--- src/verilog/gpio_pkg.sv ---
// shared constants for the general purpose pin port
package gpio_pkg;

	// ==========================================================
	// widths and reset values
	localparam int         PIN_COUNT   = 11;                  // pins in the port
	localparam logic [10:0] CFG_RESET  = 11'h000;             // select/direction after reset
	localparam logic [10:0] DATA_RESET = 11'h000;             // data bits after reset
	localparam logic [10:0] LEVEL_IDLE = 11'h000;             // sampled level before first pass
	localparam logic [3:0]  DS_RESET_IDLE = 4'hf;             // reset outputs inactive (high)
	localparam logic [2:0]  IRQ_IDLE   = 3'h7;                // expander interrupts inactive

	// ==========================================================
	// input sampling time
	localparam int CLK_PERIOD_NS    = 20;                      // core clock period
	localparam int SAMPLE_PERIOD_NS = 128;                     // least time between samples
	localparam int SAMPLE_CYCLES    =
		(SAMPLE_PERIOD_NS + CLK_PERIOD_NS - 1) / CLK_PERIOD_NS; // rounded up
	localparam int SAMPLE_CNT_W     = 3;                       // counter width
	localparam logic [2:0] SAMPLE_LAST = 3'(SAMPLE_CYCLES - 1); // terminal count
	localparam logic [2:0] SAMPLE_ZERO = 3'h0;                 // counter restart

	// ==========================================================
	// alternate function pin positions
	localparam int PIN_DS_A  = 0;                              // downstream a reset out
	localparam int PIN_DS_B  = 9;                              // downstream b reset out
	localparam int PIN_DS_C  = 1;                              // downstream c reset out
	localparam int PIN_DS_D  = 10;                             // downstream d reset out
	localparam int PIN_IRQ_A = 2;                              // expander a interrupt in
	localparam int PIN_IRQ_B = 3;                              // expander b interrupt in
	localparam int PIN_IRQ_C = 4;                              // expander c interrupt in
	localparam int PIN_EVENT = 7;                              // general event out

endpackage

--- src/verilog/pin_sample_if.sv ---
// carries synchronised pin levels and the sample strobe between modules
`timescale 1ns/1ps

interface pin_sample_if;
	logic [10:0] level;      // synchronised pin levels
	logic        sampleTick; // one-cycle strobe, spaced by the sample period

	// ==========================================================
	// sampler drives, port logic reads
	modport producer
	(
		output level,
		output sampleTick
	);
	modport consumer
	(
		input level,
		input sampleTick
	);
endinterface

--- src/verilog/pin_sampler.sv ---
// two-stage synchroniser and sample strobe for the pin inputs
`timescale 1ns/1ps

module pin_sampler
(
	input  wire logic        core_clk,
	input  wire logic        rst_b,
	input  wire logic [10:0] pinIn,
	pin_sample_if.producer   samp
);

	logic [10:0] syncFirst;        // first stage, read only by second stage
	logic [10:0] syncSecond;       // second stage, safe to use
	logic [2:0]  sampleCnt;        // sample period counter
	logic        tick;             // sample strobe register
	logic [2:0]  next_sampleCnt;   // next counter value
	logic        next_tick;        // next strobe value

	// ==========================================================
	// synchroniser: asynchronous pins into the core clock
	always_ff @(posedge core_clk or negedge rst_b)
	begin
		if (!rst_b)
		begin
			syncFirst  <= gpio_pkg::LEVEL_IDLE;
			syncSecond <= gpio_pkg::LEVEL_IDLE;
		end
		else
		begin
			syncFirst  <= pinIn;
			syncSecond <= syncFirst;
		end
	end

	// ==========================================================
	// sample period counter next state
	always_comb
	begin
		next_sampleCnt = sampleCnt + 3'h1;
		next_tick      = 1'b0;
		if (sampleCnt == gpio_pkg::SAMPLE_LAST)
		begin
			// one strobe per period, never closer than the least time
			next_sampleCnt = gpio_pkg::SAMPLE_ZERO;
			next_tick      = 1'b1;
		end
	end

	// counter registers
	always_ff @(posedge core_clk or negedge rst_b)
	begin
		if (!rst_b)
		begin
			sampleCnt <= gpio_pkg::SAMPLE_ZERO;
			tick      <= 1'b0;
		end
		else
		begin
			sampleCnt <= next_sampleCnt;
			tick      <= next_tick;
		end
	end

	assign samp.level      = syncSecond;
	assign samp.sampleTick = tick;

endmodule

--- src/verilog/switch_gpio_port.sv ---
// eleven-pin general purpose port with shared alternate functions
// How it works
// eleven pins, each input, output or alternate
// one select, direction, data bit per pin
// select high means alternate, direction ignored
// pins 0,9,1,10 drive downstream resets
// pins 2,3,4 receive expander interrupts
// pin 7 drives general event output
// reset clears select and direction: inputs
// inputs sampled no faster than 128ns
// unused alternate function held inactive
// general input level captured into data
// data readback shows real pin level
// general output drives data bit value
// board treats outputs as asynchronous
// registers belong to upstream configuration space
// inputs pass two-stage synchroniser first
`timescale 1ns/1ps

module switch_gpio_port
(
	input  wire logic        core_clk,
	input  wire logic        rst_b,
	input  wire logic [10:0] pinIn,
	output logic      [10:0] pinOut,
	output logic      [10:0] pinOe,
	input  wire logic [10:0] cfgWrData,
	input  wire logic        functionSelectWr,
	input  wire logic        directionConfigWr,
	input  wire logic        dataWr,
	output logic      [10:0] pinFunctionSelect,
	output logic      [10:0] pinDirectionConfig,
	output logic      [10:0] pinData,
	output logic      [10:0] pinDataDrive,
	input  wire logic [3:0]  downstreamResetSrc_n,
	input  wire logic        generalEventSrc,
	output logic             downstream_a_reset_n,
	output logic             downstream_b_reset_n,
	output logic             downstream_c_reset_n,
	output logic             downstream_d_reset_n,
	output logic             expander_irq_n_a,
	output logic             expander_irq_n_b,
	output logic             expander_irq_n_c,
	output logic             general_event_out
);

	pin_sample_if samp ();                    // sampler to port logic

	logic [10:0] funcSel;                     // select bits
	logic [10:0] dirCfg;                      // direction bits
	logic [10:0] dataBits;                    // data bits
	logic [10:0] readLevel;                   // actual pin levels
	logic [10:0] next_funcSel;                // next select
	logic [10:0] next_dirCfg;                 // next direction
	logic [10:0] next_dataBits;               // next data
	logic [10:0] next_readLevel;              // next readback
	logic [10:0] next_pinOut;                 // next pin drive value
	logic [10:0] next_pinOe;                  // next pin enable
	logic [3:0]  dsReset_n;                   // downstream reset outputs
	logic [3:0]  next_dsReset_n;              // next downstream resets
	logic [2:0]  irq_n;                       // expander interrupts to core
	logic [2:0]  next_irq_n;                  // next expander interrupts
	logic        eventOut;                    // event output to core view
	logic        next_eventOut;               // next event output
	logic [10:0] gpioIn;                      // pins acting as general inputs

	// ==========================================================
	// input synchroniser and sample strobe
	pin_sampler u_sampler
	(
		.core_clk (core_clk),
		.rst_b    (rst_b),
		.pinIn    (pinIn),
		.samp     (samp)
	);

	// ==========================================================
	// configuration and data next values
	always_comb
	begin
		gpioIn        = ~funcSel & ~dirCfg;
		next_funcSel  = funcSel;
		next_dirCfg   = dirCfg;
		next_dataBits = dataBits;
		// software writes land on whole registers, bit i for pin i
		if (functionSelectWr)
		begin
			next_funcSel = cfgWrData;
		end
		if (directionConfigWr)
		begin
			next_dirCfg = cfgWrData;
		end
		if (dataWr)
		begin
			next_dataBits = cfgWrData;
		end
		// general input pins take their sampled level, over a write
		if (samp.sampleTick)
		begin
			next_dataBits = (next_dataBits & ~gpioIn) | (samp.level & gpioIn);
		end
		// readback follows the pin whatever its mode
		next_readLevel = samp.level;
	end

	// configuration registers; reset makes every pin an input
	always_ff @(posedge core_clk or negedge rst_b)
	begin
		if (!rst_b)
		begin
			funcSel   <= gpio_pkg::CFG_RESET;
			dirCfg    <= gpio_pkg::CFG_RESET;
			dataBits  <= gpio_pkg::DATA_RESET;
			readLevel <= gpio_pkg::LEVEL_IDLE;
		end
		else
		begin
			funcSel   <= next_funcSel;
			dirCfg    <= next_dirCfg;
			dataBits  <= next_dataBits;
			readLevel <= next_readLevel;
		end
	end

	// ==========================================================
	// pin drive and alternate function next values
	always_comb
	begin
		// general mode: output pins drive their data bit
		next_pinOut = dataBits;
		next_pinOe  = ~funcSel & dirCfg;
		// alternate outputs take over drive; pins with no output stay off
		next_pinOut[gpio_pkg::PIN_DS_A] = funcSel[gpio_pkg::PIN_DS_A] ?
			downstreamResetSrc_n[0] : dataBits[gpio_pkg::PIN_DS_A];
		next_pinOut[gpio_pkg::PIN_DS_B] = funcSel[gpio_pkg::PIN_DS_B] ?
			downstreamResetSrc_n[1] : dataBits[gpio_pkg::PIN_DS_B];
		next_pinOut[gpio_pkg::PIN_DS_C] = funcSel[gpio_pkg::PIN_DS_C] ?
			downstreamResetSrc_n[2] : dataBits[gpio_pkg::PIN_DS_C];
		next_pinOut[gpio_pkg::PIN_DS_D] = funcSel[gpio_pkg::PIN_DS_D] ?
			downstreamResetSrc_n[3] : dataBits[gpio_pkg::PIN_DS_D];
		next_pinOut[gpio_pkg::PIN_EVENT] = funcSel[gpio_pkg::PIN_EVENT] ?
			generalEventSrc : dataBits[gpio_pkg::PIN_EVENT];
		next_pinOe[gpio_pkg::PIN_DS_A]  = dirCfg[gpio_pkg::PIN_DS_A]
			| funcSel[gpio_pkg::PIN_DS_A];
		next_pinOe[gpio_pkg::PIN_DS_B]  = dirCfg[gpio_pkg::PIN_DS_B]
			| funcSel[gpio_pkg::PIN_DS_B];
		next_pinOe[gpio_pkg::PIN_DS_C]  = dirCfg[gpio_pkg::PIN_DS_C]
			| funcSel[gpio_pkg::PIN_DS_C];
		next_pinOe[gpio_pkg::PIN_DS_D]  = dirCfg[gpio_pkg::PIN_DS_D]
			| funcSel[gpio_pkg::PIN_DS_D];
		next_pinOe[gpio_pkg::PIN_EVENT] = dirCfg[gpio_pkg::PIN_EVENT]
			| funcSel[gpio_pkg::PIN_EVENT];

		// core view of alternate outputs: inactive unless pin selected
		next_dsReset_n = gpio_pkg::DS_RESET_IDLE;
		if (funcSel[gpio_pkg::PIN_DS_A])
		begin
			next_dsReset_n[0] = downstreamResetSrc_n[0];
		end
		if (funcSel[gpio_pkg::PIN_DS_B])
		begin
			next_dsReset_n[1] = downstreamResetSrc_n[1];
		end
		if (funcSel[gpio_pkg::PIN_DS_C])
		begin
			next_dsReset_n[2] = downstreamResetSrc_n[2];
		end
		if (funcSel[gpio_pkg::PIN_DS_D])
		begin
			next_dsReset_n[3] = downstreamResetSrc_n[3];
		end
		next_eventOut = funcSel[gpio_pkg::PIN_EVENT] & generalEventSrc;

		// expander interrupts read from the pin only in alternate mode
		next_irq_n = gpio_pkg::IRQ_IDLE;
		if (funcSel[gpio_pkg::PIN_IRQ_A])
		begin
			next_irq_n[0] = samp.level[gpio_pkg::PIN_IRQ_A];
		end
		if (funcSel[gpio_pkg::PIN_IRQ_B])
		begin
			next_irq_n[1] = samp.level[gpio_pkg::PIN_IRQ_B];
		end
		if (funcSel[gpio_pkg::PIN_IRQ_C])
		begin
			next_irq_n[2] = samp.level[gpio_pkg::PIN_IRQ_C];
		end
	end

	// pin and alternate registers; all pins released at reset
	always_ff @(posedge core_clk or negedge rst_b)
	begin
		if (!rst_b)
		begin
			pinOut    <= gpio_pkg::DATA_RESET;
			pinOe     <= gpio_pkg::CFG_RESET;
			dsReset_n <= gpio_pkg::DS_RESET_IDLE;
			irq_n     <= gpio_pkg::IRQ_IDLE;
			eventOut  <= 1'b0;
		end
		else
		begin
			pinOut    <= next_pinOut;
			pinOe     <= next_pinOe;
			dsReset_n <= next_dsReset_n;
			irq_n     <= next_irq_n;
			eventOut  <= next_eventOut;
		end
	end

	// ==========================================================
	// outputs, all straight from registers
	assign pinFunctionSelect    = funcSel;
	assign pinDirectionConfig   = dirCfg;
	assign pinData              = readLevel;
	assign pinDataDrive         = dataBits;
	assign downstream_a_reset_n = dsReset_n[0];
	assign downstream_b_reset_n = dsReset_n[1];
	assign downstream_c_reset_n = dsReset_n[2];
	assign downstream_d_reset_n = dsReset_n[3];
	assign expander_irq_n_a     = irq_n[0];
	assign expander_irq_n_b     = irq_n[1];
	assign expander_irq_n_c     = irq_n[2];
	assign general_event_out    = eventOut;

endmodule

--- config.mk ---
export PLATFORM = sky130hd
export DESIGN_NAME = switch_gpio_port
export DESIGN_NICKNAME = d
export VERILOG_FILES = /design/src/verilog/gpio_pkg.sv /design/src/verilog/pin_sample_if.sv /design/src/verilog/pin_sampler.sv /design/src/verilog/switch_gpio_port.sv
export SDC_FILE = /design/constraint.sdc
export NUM_CORES = 1
export LEC_CHECK = 0
export BUFFER_PORTS_ARGS = -buffer_cell sky130_fd_sc_hd__buf_2
export CAP_MARGIN = 20
export CORE_MARGIN = 2
export CORE_UTILIZATION = 50
export DETAILED_ROUTE_END_ITERATION = 10
export PLACE_DENSITY = 0.8
export SKIP_LAST_GASP = 1
export SYNTH_ARGS = -nofsm -noshare
export SYNTH_HDL_FRONTEND = slang
export SYNTH_SLANG_ARGS = --single-unit
--- constraint.sdc ---
create_clock -name core_clk -period 1.6 [get_ports core_clk]
set_input_delay 0 -clock core_clk [delete_from_list [all_inputs] [get_ports core_clk]]
set_output_delay 0 -clock core_clk [all_outputs]
set_load 0.01 [all_outputs]
# Word-level counts from Yosys, hierarchy flattened
# Index checks and enable logic that the tools add are counted.
# totals
regBits,100
n_memories,0
romBits,0
latch_bits,0
ram_bits,0
# op_classes
div_mod_pow,0
addsub,1
shift,0
reduce_logical,0
n_mul,0
n_bitwise,14
order_cmp,0
eq_ne,1
muxes,16
# ops
cell,n
11-bit AND,3
11-bit NOT,3
11-bit 2-to-1 mux,2
1-bit 2-to-1 mux,13
11-bit OR,1
9-bit AND,1
1-bit OR,5
3-bit by 1-bit adder with 3-bit output (second input constant),1
3-bit == test (second input constant),1
3-bit 2-to-1 mux,1
1-bit AND,1

# Longest topological paths before layout
# depth
depth_word,6
mapped_depth,3
depth_no_buf,2

# By module
# A second synthesis with hierarchy kept.
# unflattened
hier_cells,196
hier_area_um2,3422.0
# by_module_without_submodules
mod,area_per_inst_um2,seq_area_each_um2,n_inst,cells_each
switch_gpio_port,2722.6,1860.5,1,163
pin_sampler,699.4,650.6,1,33

# Least setup slack after synthesis
# No wires, ideal clock.
# synth_path
kind,reg2reg
start,register funcSel[10] (netlist: pinFunctionSelect[10])
end,register dataBits[10] (netlist: pinDataDrive[10])
n_path_buf,0
path_stages_with_launch,3
setup_ns,0.125
period_less_slack_ns,1.114
slack_ns,0.486
arrival_time_ns,0.990
cell_sequence,dfrtp_1 -> nor3b_1 -> mux2_2
# synth_via
elab_chain_len,6
word_cells_on_any_way,7
# synth_lines
element,line,source
"start, declared",switch_gpio_port.sv:49,logic [10:0] funcSel;
"start signal, assigned",switch_gpio_port.sv:112,funcSel <= gpio_pkg::CFG_RESET;
"start signal, assigned",switch_gpio_port.sv:119,funcSel <= next_funcSel;
11-bit NOT (*),n/a,
11-bit AND (*),switch_gpio_port.sv:81,gpioIn = ~funcSel & ~dirCfg;
11-bit NOT,switch_gpio_port.sv:101,next_dataBits = (next_dataBits & ~gpioIn) | (samp.level & gpioIn);
11-bit AND,switch_gpio_port.sv:101,
11-bit OR (*),switch_gpio_port.sv:101,
11-bit 2-to-1 mux (*),switch_gpio_port.sv:99,if (samp.sampleTick)
net next_dataBits[10],switch_gpio_port.sv:55,logic [10:0] next_dataBits;
"end signal, assigned",switch_gpio_port.sv:114,dataBits <= gpio_pkg::DATA_RESET;
"end signal, assigned",switch_gpio_port.sv:121,dataBits <= next_dataBits;
"end, declared",switch_gpio_port.sv:51,logic [10:0] dataBits;
# The timed path passes the listed nets; every way through them passes the cells marked *.
# A chain may end at the register's enable or synchronous reset.

# Worst setup path after layout
# layout_path
start,register u_sampler.tick (netlist: u_sampler.samp.sampleTick)
end,register dataBits[7] (netlist: pinDataDrive[7])
# layout_via
elab_chain_len,1
# layout_lines
element,line,source
"start, declared",pin_sampler.sv:15,logic tick;
"start signal, assigned",pin_sampler.sv:60,tick <= next_tick;
11-bit 2-to-1 mux,switch_gpio_port.sv:99,
net next_dataBits[7],switch_gpio_port.sv:55,
# The timed path passes the listed nets, and every way through them passes these cells.

==> run metrics <==
count of final setup violators 0; H-tree levels 3; class of the most critical hold timing path in2async; DRT Wirelength 6762 um; number of cells upsized or downsized after cts 0; register area share after synthesis 73.52%; IO Pins 106; largest net degree at the start of global routing 39; fin. max-slew vios 0; startpoint type of the worst setup path register; ratio of final minimum period to clock period 88.96%; antenna violation net count after detailed routing 0; CP cell instances nor3b_1 > mux2_2; number of global-route vias before repair 2,037; via count 2,034; final worst setup slack 176.7 ps; CP top delay family flip-flops; WHS 137.7 ps; post-synthesis average cell area 17.34 um^2; count of state elements after synthesis 100; outcome finished clean; GR met2 Demand/Resource 29.58%; peak ir drop on the vdd network 0.6616 mV; antenna violations before repair 0; data arrival time at the worst-slack endpoint 1670 ps; clock period minus worst slack 1423 ps; cell count after synthesis 197; Final Cell Area 4527 um^2; post-synthesis net count 229; number of maximum-capacitance violations 0; highest clock rate 702.6 MHz; Final GP Congestion 0.7021; setup bufs post-CTS 0; diodes inserted 0; final-stage net count 365; Die Area 7509 um^2; Slowest cell on crit path dfrtp_1; Final Hold Violating Endpoints 0; number of buffers on the longest clock path 2; synthesis-to-finish area growth 32.53%; latest clock arrival within the worst-skew pair 350 ps; detailed-router iteration count before antenna repair 4; Sink Count 100; grt ovf 0; port bufs 105; initial core utilization 50.84%; vertical die dimension 86.66 um; root buf cell clkbuf_8; area of the placeable core 6719 um^2; met3 capacity usage during global routing 3.143%; fraction of met1 tracks used by global routing 25.57%; wire length of the first global-routing pass 10,450 um; Synthesis Warnings 0; data required time at the worst endpoint 1840 ps; number of placement rows 30; RSZ-0062 raised after global routing false; share of post-route cells with drive strength above 1 54.44%; post-detailed-placement half-perimeter wirelength 4275 um; worst clock skew 10.21 ps; Die X 86.66 um; largest fanout of any net on the critical path 11; count of placed standard cells including taps 374; wire length per cell after detailed routing 16.18 um; synth unique cells 17; first-iteration detailed-routing DRC count 64; Post-Place Setup Slack 256.8 ps; Worst Setup Path Type reg2reg; CP peak stage delay 630 ps; placed inst area 4000 um^2; busiest layer in global routing met2; number of vias per cell after detailed routing 4.866; number of buffers inserted by hold repair at cts 28; clock buffers created by TritonCTS 9; total power per unit cell area 1204 nW/um^2; count of unresolved DRC violations after routing 0; post-synthesis instance area 3416 um^2; Clock transition at path regs 100 ps; final cell count without fillers 418; CTS tree done; static leakage power 2.131 nW; sum of negative setup slack 0 ps; GRT Resource Usage Total 18.58%; headroom to the max-slew limit 69.77%; Least-Margin Pin Slew 453.4 ps; critical path endpoint category register; Buffers & Inverters on Critical Path 0
## cell usage in the layout (no fill, tap or decap)
cell and instances:
and2_1 1, nor2b_1 6, mux2_2 39, buf_12 1, dlygate4sd3_1 28, inv_6 1, o21ai_0 2, or2_2 5
nor3b_1 11, inv_1 1, nand2b_1 9, mux2_4 10, clkbuf_8 9, inv_8 1, nand3b_1 1, dfstp_2 7
a21oi_1 1, buf_2 104, buf_4 2, dfrtp_1 93, nor2_1 1, clkinv_2 1, bufinv_16 3, clkinvlp_4 1
## registers in the layout (all words and copies together), names as in the netlist
| register | count |
|---|---|
| pinData | 11 |
| irq_n | 3 |
| dsReset_n | 4 |
| u_sampler.sampleCnt | 3 |
| u_sampler.samp.level | 11 |
| pinDataDrive | 11 |
| pinOe | 11 |
| pinFunctionSelect | 11 |
| general_event_out | 1 |
| pinOut | 11 |
| u_sampler.samp.sampleTick | 1 |
| pinDirectionConfig | 11 |
| u_sampler.syncFirst | 11 |
## cell usage after synthesis
cell type  instances  area (um^2)
buf_6              1        11.26
or2_2              5        31.28
a21oi_1            1        5.000
mux2_2            39        439.2
and2_1             1        6.260
nor2_1             1        3.750
buf_4              6        45.04
o21ai_0            2        10.01
dfstp_2            7        183.9
nor3b_1           11        82.58
buf_2              3        15.01
nor2b_1            6        37.54
nand2b_1           9        56.30
mux2_4            10        150.1
nand3b_1           1        7.510
inv_1              1        3.750
dfrtp_1           93         2327
## cell type report
class,instances,area [um^2]
Tap cell,80,100.1
Multi-Input combinational cell,86,829.5
Sequential cell,100,2511
Inverter,1,3.754
Timing Repair Buffer,135,835.8
Clock buffer,9,123.9
Clock inverter,7,122.6
Fill cell,483,2192
## worst paths after layout
| check | from | endpoint | slack (ps) | cells after the start |
|---|---|---|---|---|
| setup / recovery | u_sampler.samp.sampleTick | pinDataDrive[7] | 180 | 2 |
| hold / removal | rst_b | general_event_out | 140 | 2 |
| setup reg to reg | u_sampler.samp.sampleTick | pinDataDrive[7] | 180 | 2 |
| hold reg to reg | u_sampler.syncFirst[3] | u_sampler.samp.level[3] | 350 | 0 |
| max in group asynchronous | rst_b | pinDataDrive[5] | 710 | 3 |
| min in group core_clk | directionConfigWr | pinDirectionConfig[6] | 150 | 2 |
## worst register-to-register path, cell delays in order (launching register included)
cell	delay [ps]
dfrtp_1	630
nor3b_1	320
mux2_2	380
## power by group
group	internal, mW	leakage [nW]	total, mW	switching (mW)
registers	2.74	1.17	2.86	0.126
logic	0.366	0.844	0.679	0.313
clock network	1.05	0.122	1.91	0.855
## per-layer routing
layer	vias to the layer above	share of wire [%]
met3	8	4.7
li1	932	-
met1	1023	45
met4	0	1.3
met2	71	49
met5	-	0
## cells by family (layout without fill, tap and decap cells)
| logic type | Yosys count | in the layout | synth area share, % |
|---|---|---|---|
| multiplexers | 49 | 49 | 17.25 |
| flip-flops | 100 | 100 | 73.52 |
| buffers and inverters | 11 | 152 | 2.197 |
| AO/OA/AOI/OAI | 3 | 3 | 0.4394 |
| AND/OR/NAND/NOR | 34 | 34 | 6.594 |
## per-stage QoR
| stage | utilization (%) | power, mW |
|---|---|---|
| after detailed placement | 59.53 | 3.537 |
| final | 67.37 | 5.450 |
| after global routing | 67.37 | 5.668 |
| after global placement | 59.53 | 3.508 |
| after floorplan | - | 3.226 |
| after CTS | 67.37 | 5.500 |
Note: power is estimated with default switching activity, not from simulation.
